--- src/verilog/gpb_pkg.sv ---
// Purpose: Constants and carriers for the six-bit general-purpose port block
// Assumes: Core presents one instruction-level request per cycle
// Notes: Register offsets are data-memory addresses seen by the core
// Behaviour
// - Second port register is 8 bits; bits 5..0 are pins, 7..6 read zero.
// - Load-direction instruction copies working register into named port's direction register.
// - Direction bit one disables the pin's output driver.
// - Direction bit zero drives pin from its output data latch.
// - First port bit 3 is input only; never driven.
// - Timer clock source setting in option register claims timer clock pin.
// - Port reads return pin levels, not latch contents.
// - Direction registers are write-only and reset to all ones.
// - Inputs are not latched; read samples pins at read instant.
// - Output latches hold until software rewrites the port register or a power-on reset clears them.
// - Each pin's direction is set independently by its own bit.
// - Status bit 7 set after wake-on-change reset, cleared otherwise.
// - Enabled alternate functions override direction bit by fixed priority.
// - Pins claimed by an alternate function read as zero.
package gpb_pkg;

  localparam int unsigned PORT_WIDTH      = 6;
  localparam logic [7:0]  ADDR_STATUS     = 8'h03;
  localparam logic [7:0]  ADDR_PORT1      = 8'h06;
  localparam logic [7:0]  ADDR_PORT2      = 8'h07;
  localparam logic [5:0]  DIR_RESET       = 6'h3F;
  localparam logic [7:0]  OPTION_RESET    = 8'hFF;
  localparam logic [5:0]  LATCH_POR_VALUE = 6'h00;
  localparam int unsigned OPT_TCS_BIT     = 5;
  localparam int unsigned STATUS_WAKE_BIT = 7;
  localparam int unsigned INPUT_ONLY_BIT  = 3;
  localparam int unsigned TIMER_PIN_BIT   = 5;

  // One core request per cycle; at most one enable set
  typedef struct packed {
    logic       wr_en;     // Data write to addr
    logic       rd_en;     // Data read from addr
    logic       dir_en;    // Load-direction instruction, addr names port
    logic       opt_en;    // Option load instruction
    logic [7:0] addr;      // File address
    logic [7:0] wdata;     // Working register value
  } gpb_req_type;

  typedef struct packed {
    logic [5:0] level;     // Driven level
    logic [5:0] oe_n;      // Low while driving
  } gpb_drive_type;

endpackage : gpb_pkg

--- src/verilog/gpb_port.sv ---
// Purpose: Two six-bit ports with direction, option override and pin reads
// Assumes: Inputs synchronous to clk; alternate claims come from configuration logic
// Notes: Read data registered one cycle after the read request
`timescale 1ns/1ns
`default_nettype none
module gpb_port
  import gpb_pkg::*;
#(
  parameter int unsigned W = gpb_pkg::PORT_WIDTH
)(
  input  wire logic                 clk,         // 50 MHz core clock
  input  wire logic                 sys_rst,     // Synchronous reset, active high
  input  wire logic                 por_rst,     // Qualifies sys_rst as power-on
  input  wire logic                 wake_cause,  // Reset caused by pin change wake
  input  wire gpb_pkg::gpb_req_type req,         // Core request
  input  wire logic [W-1:0]         alt_claim1,  // First port alternate claims
  input  wire logic [W-1:0]         alt_claim2,  // Second port alternate claims
  input  wire logic [W-1:0]         pin_in1,     // First port pin levels
  input  wire logic [W-1:0]         pin_in2,     // Second port pin levels
  output var gpb_pkg::gpb_drive_type drive1,     // First port drivers
  output var gpb_pkg::gpb_drive_type drive2,     // Second port drivers
  output logic [7:0]                rd_data,     // Registered read data
  output logic [7:0]                option_out,  // Option settings to timer logic
  output logic                      wake_flag    // Status bit 7
);
  import gpb_pkg::*;

  logic [W-1:0] dir1;
  logic [W-1:0] dir2;
  logic [W-1:0] latch1;
  logic [W-1:0] latch2;
  logic [7:0]   option;
  logic [W-1:0] next_dir1;
  logic [W-1:0] next_dir2;
  logic [W-1:0] next_latch1;
  logic [W-1:0] next_latch2;
  logic [7:0]   next_option;
  logic [7:0]   next_rd_data;
  logic         next_wake_flag;
  logic [W-1:0] claim1;
  logic [W-1:0] claim2;

  // Pins visible to software: claimed pins read zero
  function automatic logic [7:0] port_view(input logic [W-1:0] pins, input logic [W-1:0] claim);
    port_view = {2'h0, pins & ~claim};
  endfunction : port_view

  // Final claim per pin after alternate functions and option override
  always_comb
  begin
    claim1 = alt_claim1;
    claim2 = alt_claim2;
    claim2[TIMER_PIN_BIT] = alt_claim2[TIMER_PIN_BIT] | option[OPT_TCS_BIT];
  end

  // Direction, option and latch state
  always_comb
  begin
    next_dir1   = dir1;
    next_dir2   = dir2;
    next_option = option;
    next_latch1 = latch1;
    next_latch2 = latch2;
    if (sys_rst)
    begin
      next_dir1   = DIR_RESET;
      next_dir2   = DIR_RESET;
      next_option = OPTION_RESET;
      // Latches survive warm resets; power-on gives a defined zero
      if (por_rst)
      begin
        next_latch1 = LATCH_POR_VALUE;
        next_latch2 = LATCH_POR_VALUE;
      end
    end
    else
    begin
      if (req.dir_en && req.addr == ADDR_PORT1)
        next_dir1 = req.wdata[W-1:0];
      if (req.dir_en && req.addr == ADDR_PORT2)
        next_dir2 = req.wdata[W-1:0];
      if (req.opt_en)
        next_option = req.wdata;
      if (req.wr_en && req.addr == ADDR_PORT1)
        next_latch1 = req.wdata[W-1:0];
      if (req.wr_en && req.addr == ADDR_PORT2)
        next_latch2 = req.wdata[W-1:0];
    end
  end

  always_ff @(posedge clk)
  begin
    dir1   <= next_dir1;
    dir2   <= next_dir2;
    option <= next_option;
    latch1 <= next_latch1;
    latch2 <= next_latch2;
  end

  // Read path and wake status
  always_comb
  begin
    next_rd_data   = rd_data;
    next_wake_flag = wake_flag;
    if (sys_rst)
    begin
      next_rd_data   = 8'h00;
      next_wake_flag = wake_cause;
    end
    else if (req.rd_en)
    begin
      // Pins sampled at the read instant, never held between reads
      case (req.addr)
        ADDR_PORT1:  next_rd_data = port_view(pin_in1, claim1);
        ADDR_PORT2:  next_rd_data = port_view(pin_in2, claim2);
        ADDR_STATUS: next_rd_data = {wake_flag, 7'h00};
        default:     next_rd_data = 8'h00;
      endcase
    end
  end

  always_ff @(posedge clk)
  begin
    rd_data   <= next_rd_data;
    wake_flag <= next_wake_flag;
  end

  // Pin drivers, each bit on its own direction bit and claim; first port bit 3 never driven
  always_comb
  begin
    drive1.level = latch1;
    drive2.level = latch2;
    drive1.oe_n  = dir1 | claim1;
    drive2.oe_n  = dir2 | claim2;
    drive1.oe_n[INPUT_ONLY_BIT] = 1'b1;
  end

  assign option_out = option;
endmodule : gpb_port
`default_nettype wire
--- config.mk ---
export PLATFORM = sky130hd
export DESIGN_NAME = gpb_port
export DESIGN_NICKNAME = d
export VERILOG_FILES = /design/src/verilog/gpb_pkg.sv /design/src/verilog/gpb_port.sv
export SDC_FILE = /design/constraint.sdc
export NUM_CORES = 1
export LEC_CHECK = 0
export BUFFER_PORTS_ARGS = -buffer_cell sky130_fd_sc_hd__buf_2
export CAP_MARGIN = 0
export CORE_AREA = 2 2 64 66
export CTS_BUF_LIST = sky130_fd_sc_hd__clkbuf_8
export DETAILED_ROUTE_END_ITERATION = 8
export DIE_AREA = 0 0 66 68
export HOLD_SLACK_MARGIN = 0.12
export PLACE_DENSITY = 0.79
export SYNTH_ARGS = -nofsm -noshare
export SYNTH_HDL_FRONTEND = slang
export SYNTH_SLANG_ARGS = --single-unit
--- constraint.sdc ---
create_clock -name clk -period 2.5 [get_ports clk]
set_input_delay 0.125 -clock clk [delete_from_list [all_inputs] [get_ports clk]]
set_output_delay 0.125 -clock clk [all_outputs]
set_load 0.03 [all_outputs]
# --- Yosys cells after proc, flatten, opt, wreduce, memory -nomap -nowiden ---
# Index checks and enable logic that the tools add are counted.
classes:
  n_eq_ne: 4
  n_mux: 6
  n_bitwise: 7
  reduce_logical: 8
op_table:
  columns: ["operator", "count"]
  rows:
  - ["2-to-1 mux 6 bit", 5]
  - ["case mux 8 bit (3 select lines)", 1]
  - ["== test 8 x 3 -> 1 bit, second input constant", 2]
  - ["bitwise AND 6 bit", 2]
  - ["NOT 6 bit", 2]
  - ["bitwise OR 6 bit", 2]
  - ["== test 8 x 2 -> 1 bit, second input constant", 1]
  - ["logical AND 1 bit", 4]
  - ["AND reduction 2 bit", 2]
  - ["nonzero test 2 bit", 2]
  - ["inequality test 2 x 1 -> 1 bit, second input constant", 1]
  - ["bitwise OR 1 bit", 1]
word_totals:
  reg_bits: 41
  in_bits: 48
  out_inout_bits: 41
  elab_cells: 32

# --- Depth between registers and ports, before layout ---
# Gate-level depths: netlist of the first run.
logic_depth:
  word_depth: 4
  mapped_depth: 4
  ltp_nobuf: 3

# --- Worst setup path before layout of the first run ---
# No wires, ideal clock.
synth_timing:
  path_type: "input to register"
  from: "in req[11] (netlist bit)"
  to: "reg latch1[0] (enable)"
  setup_ps: 389
  arrival_time_ps: 1373
  required_time_ps: 2111
  path_slack_ps: 739
  stages: 3
  path_buffers: 0
  cell_sequence: "nor4b_4 > nand2_2 > o41ai_1"
synth_between:
  elab_chain_cells: 4
synth_lines:
  columns: ["element", "line", "rtl"]
  rows:
  - ["start: declaration", "gpb_port.sv:15", "input wire gpb_pkg::gpb_req_type req,"]
  - ["== test 8 x 3 -> 1 bit", "gpb_port.sv:84", "if (req.wr_en && req.addr == ADDR_PORT1)"]
  - ["logical AND 1 bit", "gpb_port.sv:84", null]
  - ["nonzero test 2 bit (no source line)", null, null]
  - ["AND reduction 2 bit (no source line)", null, null]
  - ["end signal: assignment", "gpb_port.sv:96", "latch1 <= next_latch1;"]
  - ["end: declaration", "gpb_port.sv:30", "logic [W-1:0] latch1;"]
# No other way between the ends.
# A chain may end at the register's enable or synchronous reset.

# --- Worst setup path after layout of the first run ---
layout_timing:
  from: "in req[11] (netlist bit)"
  to: "reg latch1[4] (enable)"
# Same word-level chain as after synthesis.

==> impl_metrics.toml, run 1 <==
[run_status]
status = "completed"

[clock_network]
post_cts_resized = 0
clock-sinks = 39
clk_pin_slew_worst_paths_ns = 0.07
insertion_delay_ns = 0.29
post_cts_buffers = 0
cts_hold_buffers = 9
clk_path_buf_depth = 2
ctsHtreeMaxLevel = 2
root_buffer = "clkbuf_8"
cts_made_buffers = 5
cts_tree = "done"

[sta]
slew_headroom = 0.520
drv_slew = 0
fmax_mhz = 770
period_share = 0.519
tightest_slew_ns = 0.720
skew_ns = 0.00104
min_period_ns = 1.30
fin_tns_setup_ns = 0
final_hold_viol_count = 0
rsz0062_at_grt = "no"
setup_viol = 0

[synthesis]
synth.top_cells.by_count = "dfxtp_1 (26), nor2_1 (23), nor2b_1 (14)"
synthAdderAreaFrac = 0
yosys-top-cells-area = "dfxtp_1 (31%), edfxtp_1 (23%), mux2i_1 (6.5%), nor2b_1 (5.2%), nor2_1 (5.1%)"
synth_area_sq_mm = 0.00169
synth.most_common_cell = "dfxtp_1"
synth-simple-area-share = 0.227
synth_cells = 157
synth_nets = 205
synth_cell_types = 28
synth_edf_count = 13
ys_ff_latch = 39
synth_compound_area_frac = 0.116
synth-xor-area-share = 0
ys_seq_area_frac = 0.540
yosysTopAreaCellShare = 0.309
synthFlopType = "dfxtp_1"
syn_avg_cell_area_sq_um = 10.7
yosys.area.top_type = "dfxtp_1"
synth_top_family_by_area = "simple AND/OR/NAND/NOR gates"
synthMuxAreaShare = 0.0653
ys_warn_count = 0
ys_async_sr_fraction = 0

[die]
ios = 89
num_rows = 23
die_h_um = 68
die_w_um = 66
start_util = 0.437
die-area_sq_mm = 0.00449
core-area_sq_mm = 0.00386

[detailed_routing]
drtAntennaViolNets = 0
wire_per_inst_um = 13.5
drtIter0Drc = 83
viasPerCell = 4.88
wirelength_um = 4070
firstDrtPassIters = 4
via_count = 1474
drc = 0

[global_route]
grt_pass1_vias = 1419
grt_overflow = 0
grtUsageTotal = 0.189
grt_pass1_wl_um = 6280
grt_max_degree = 44
antenna_found_initial = 0

[pwr]
power_density_mw_per_mm2 = 592
p_leak_uw = 0.00101
ir_drop_mv = 0.408

[critical_path]
critPathRequiredTime_ns = 2.51
crit_type = "input pin to register"
crit_fanout = 8
crit_arrival_ns = 1.31
startpoint_type = "input pin"
endpoint_kind = "register"

[cells_and_area]
layout.nets = 299
areaGrowthSynthToFinish_pct = 38.8
finalInstanceArea_sq_mm = 0.00234
nFillCells = 343
drive_above_1_share = 0.433
regArea_sq_um = 911
diodes = 0
multiInputGateArea_sq_um = 696
stdcell_count = 302

[placement]
dp.cells = 285
gp_congestion = 0.754
post-dp-hpwl_um = 2940
portBuffers = 86
postPlaceCellArea_sq_mm = 0.00214

[min_path]
hp-class = "input pin to register"

[flow_run]
cap_violations = 0
## final timing paths
path	cells past startpoint	slack [ns]	startpoint	end
worst max-delay path	5	1.20	req[11]	latch1[4]$_DFFE_PP_
worst min-delay path	4	0.16	req[10]	rd_data[7]$_SDFFE_PP0P_
worst max register to register	3	1.53	wake_flag$_DFFE_PP_	rd_data[7]$_SDFFE_PP0P_
worst min register to register	2	0.48	rd_data[7]$_SDFFE_PP0P_	rd_data[7]$_SDFFE_PP0P_
## state kept, by name, summed over array words and instances, names as in the netlist
register	count
dir1	5
wake_flag	1
dir2	6
rd_data	7
option_out	8
latch2	6
latch1	6
## layer usage
layer | vias up | share of wire | global-route usage
li1 | 737 | - | -
met4 | 0 | 0.020 | 0.0969
met5 | - | 0 | 0
met1 | 667 | 0.40 | 0.215
met2 | 62 | 0.50 | 0.323
met3 | 8 | 0.081 | 0.0559
## logic make-up after synthesis
logic type / count (synthesis)
multiplexers: 11
flip-flops: 39
buffers and inverters: 17
AND/OR/NAND/NOR: 65
AO/OA/AOI/OAI: 23
other: 2
## per-stage QoR
| step | power [uW] | util | setup slack (ns) | hold slack [ns] |
|---|---|---|---|---|
| detailed placement | 889 | 0.555 | 0.908 | 0.307 |
| global route | 1430 | 0.606 | 1.05 | 0.180 |
| CTS | 1400 | 0.606 | 1.20 | 0.154 |
| floorplan | 812 | - | 0.739 | 0.224 |
| global placement | 886 | 0.555 | 0.949 | 0.306 |
| finish | 1380 | 0.606 | 1.20 | 0.156 |
## cell type report
type                            instances  share of cell area
Sequential cell                        39               0.390
Clock inverter                          3              0.0166
Clock buffer                            5              0.0294
Inverter                                7              0.0112
Multi-Input combinational cell        101               0.297
Tap cell                               50              0.0268
Timing Repair Buffer                   97               0.229
## cells in the final DEF, fill, tap and decap left out, types with 2 or more instances in the layout
cell type	instances
nor2b_1	14
buf_4	2
clkbuf_8	5
nand2b_1	8
mux2i_1	11
a211o_1	8
o41ai_1	2
conb_1	2
a32oi_1	5
inv_1	7
or2_2	10
dfxtp_1	26
edfxtp_1	13
nor2_1	23
dlygate4sd3_1	9
o32ai_1	6
buf_2	86
## critical path: stages
cell     delay [ns]
buf_2          0.12
nor4b_4        0.36
nand2_2        0.19
o41ai_1        0.29
buf_4          0.21
## power by group
group,internal (uW),switching (uW),total (uW)
sequential,680,7.00,687
combinational,78.4,121,199
clock,292,206,498
total,1050,333,1380
Note: power is estimated with default switching activity, not from simulation.
==> run 2, diff against run 1 <==
--- a/config.mk
+++ b/config.mk
@@ -5,14 +5,15 @@
 export SDC_FILE = /design/constraint.sdc
 export NUM_CORES = 1
 export LEC_CHECK = 0
+export ABC_AREA = 1
 export BUFFER_PORTS_ARGS = -buffer_cell sky130_fd_sc_hd__buf_2
 export CAP_MARGIN = 0
-export CORE_AREA = 2 2 64 66
+export CORE_AREA = 2 2 70 72
 export CTS_BUF_LIST = sky130_fd_sc_hd__clkbuf_8
 export DETAILED_ROUTE_END_ITERATION = 8
-export DIE_AREA = 0 0 66 68
+export DIE_AREA = 0 0 72 74
 export HOLD_SLACK_MARGIN = 0.12
-export PLACE_DENSITY = 0.79
+export PLACE_DENSITY = 0.75
 export SYNTH_ARGS = -nofsm -noshare
 export SYNTH_HDL_FRONTEND = slang
 export SYNTH_SLANG_ARGS = --single-unit
==> constraint.sdc (replaced) <==
create_clock -name clk -period 1.17 [get_ports clk]
set_input_delay 0.0585 -clock clk [delete_from_list [all_inputs] [get_ports clk]]
set_output_delay 0.0585 -clock clk [all_outputs]
set_load 0.03 [all_outputs]
==> run 2 against run 1 <==
Against the previous run:
- via count increased by 13%
- first-iteration DRC count increased by 9.6%
- hold slack got worse by 0.038 ns
- synthesized area increased by 12%
- cell area increased by 12%
- combinational power increased by 140%
- sequential share of layout area decreased by 3.9 points
- clock skew increased by 0.0053 ns
- wire length increased by 13%
- highest routed layer unchanged
==> impl_metrics.toml, run 2 <==
[run_status]
status = "completed"

[synthesis]
ys_seq_area_frac = 0.483
synth_cell_types = 27
synth.most_common_cell = "nand2_1"
yosys-top-cells-area = "dfxtp_1 (28%), edfxtp_1 (21%), nand2_1 (8.6%), inv_1 (5.6%), o211ai_2 (5.3%)"
ys_async_sr_fraction = 0
synth.top_cells.by_count = "nand2_1 (43), inv_1 (28), dfxtp_1 (26)"
synth_nets = 253
yosys.area.top_type = "dfxtp_1"
ys_warn_count = 0
syn_avg_cell_area_sq_um = 9.20
synth_edf_count = 13
yosysTopAreaCellShare = 0.276
synth_cells = 205
synth_area_sq_mm = 0.00189
synthFlopType = "dfxtp_1"
ys_ff_latch = 39

[cells_and_area]
layout.nets = 356
drive_above_1_share = 0.482
layout_common_cells = "buf_2 (83), nand2_1 (42), inv_1 (28)"
diodes = 0
areaGrowthSynthToFinish_pct = 38.4
stdcell_count = 363
final_common_cell = "buf_2"
largest_register_ffs = 8

[critical_path]
cp_slowest_cell = "dfxtp_1"
crit_type = "register to output pin"
endpoint_kind = "output pin"
path_buf_inv = 1
regToRegStartpoint = "option_out[5]$_SDFFE_PP1P_"
crit_fanout = 2
crit_chain = "or2_2 -> buf_2"
reg2reg_depth = 8
critical_path.max_stage_delay_ns = 0.33
crit_arrival_ns = 1.08
cpLargestDelayFamily = "flip-flops"
reg2reg_to = "rd_data[5]$_SDFFE_PP0P_"
r2r_slack_ns = 0.12
startpoint_type = "register"
critPathRequiredTime_ns = 1.11

[pwr]
power_uw = 2920
internal-power_uw = 2150
p_sw_uw = 764
p_leak_uw = 0.00131
power.share.sequential = 0.505
power_density_mw_per_mm2 = 1120
netSwitchingFraction = 0.262
ir_drop_mv = 0.556
pwr-share-comb = 0.163
p_clk_frac = 0.331

[global_route]
grt_pass1_vias = 1546
gr-usage-met2 = 0.294
grt_max_degree = 15
grt_util_met3 = 0.0528
top_usage_layer = "met2"
grt.met1_usage = 0.227
grtUsageTotal = 0.179
grt_overflow = 0
grt_pass1_wl_um = 7170
antenna_found_initial = 0

[clock_network]
clock-sinks = 39
cts_made_buffers = 5
ctsHtreeMaxLevel = 2
clk_pin_slew_worst_paths_ns = 0.08
cts_tree = "done"
insertion_delay_ns = 0.29
root_buffer = "clkbuf_8"
clk_path_buf_depth = 2

[min_path]
hold_end = "dir2[1]$_SDFFE_PP1P_"
hp-class = "input pin to register"
hold_depth = 3
min-delay-start = "req[1]"

[detailed_routing]
wire_per_inst_um = 12.6
firstDrtPassIters = 4
drtIter0Drc = 91
wirelength_um = 4590
via_count = 1669
drtAntennaViolNets = 0
drc = 0
viasPerCell = 4.60

[die]
ios = 89
die_w_um = 72
num_rows = 25
die-area_sq_mm = 0.00533
die_h_um = 74
start_util = 0.410
core-area_sq_mm = 0.00460

[placement]
portBuffers = 86
gp_congestion = 0.807
place_ws_ns = -0.0112
post-dp-hpwl_um = 3410
dp.cells = 344

[sta]
period_share = 0.971
holdWs_ns = 0.117
drv_slew = 0
min_period_ns = 1.14
layout_setup_ws_ns = 0.0341
fmax_mhz = 880
final_hold_viol_count = 0
rsz0062_at_grt = "yes"
fin_tns_setup_ns = 0
setup_viol = 0
skew_ns = 0.00629

[flow_run]
cap_violations = 0
==> run 2: changes by cell type in the layout (fill, tap and decap cells not counted), sizes merged, moves of 11 or more <==
cell,delta
nand2,+45
mux2i,-11
nand3,+17
inv,+24
o211ai,+16
nor2b,-14
==> run 2: cell type report <==
type,count,area (sq um)
sequential,39,913
clock buffer,7,96.3
clock inverter,1,3.75
inverter,30,113
tap,54,67.6
fill,413,1990
timing repair buffer,105,609
multi-input combinational,127,806
==> run 2: timing repair <==
item / CTS / global route
endpoints found under the setup margin: 1 / 4
pin swaps: 1 / 0
hold buffers: 10 / 0
resized for setup: 4 / 7
hold endpoints to repair: 14 / 0
buffers inserted: 1 / 0
==> run 2: kinds of logic (layout without fill, tap and decap cells) <==
| group | Yosys count | in the layout | synth area share |
|---|---|---|---|
| flops | 39 | 39 | 0.483 |
| simple gates | 97 | 97 | 0.288 |
| other cells | 2 | 2 | 0.00398 |
| buf+inv | 39 | 143 | 0.0989 |
| compound gates | 28 | 28 | 0.126 |
==> run 2: how the worst max path moves through the flow <==
stage	startpoint	end	slack [ns]	depth (start not counted)
after floorplan	req[14]	latch1[0]$_DFFE_PP_	0.07	6
after global placement	req[11]	latch1[3]$_DFFE_PP_	0.02	6
after detailed placement	req[11]	latch1[3]$_DFFE_PP_	-0.01	6
after CTS	option_out[5]$_SDFFE_PP1P_	drive2[5]	0.01	4
after global routing	option_out[5]$_SDFFE_PP1P_	drive2[5]	-0.02	4
final	dir2[2]$_SDFFE_PP1P_	drive2[2]	0.03	2
==> run 2: power by group through the flow <==
stage,Sequential [uW],Clock (uW),Combinational [uW]
6_report,1470,966,476
5_1_grt,1480,1060,517
4_1_cts,1470,988,477
3_5_place_dp,1500,0,448
3_3_place_gp,1500,0,440
2_1_floorplan,1610,0,167
==> run 2: per-stage QoR <==
stage | instance area (sq um) | util
finish | 2610 | 0.567
global route | 2610 | 0.567
CTS | 2600 | 0.565
detailed placement | 2380 | 0.518
global placement | 2380 | 0.518
floorplan | 1900 | -
==> run 2: per-layer routing <==
layer	routed length [um]	vias to the layer above
li1	-	861
met1	2000	735
met2	2130	66
met3	356	7
met4	93	0
met5	0	-
==> run 2: worst register-to-register path, cell delays in order, from the launching register on <==
cell     delay (ns)
dfxtp_2        0.33
inv_2          0.05
nand2_2        0.05
buf_4          0.12
nor2_1         0.11
nand3_2        0.10
nand2_1        0.07
nand2_1        0.06
a21oi_2        0.10
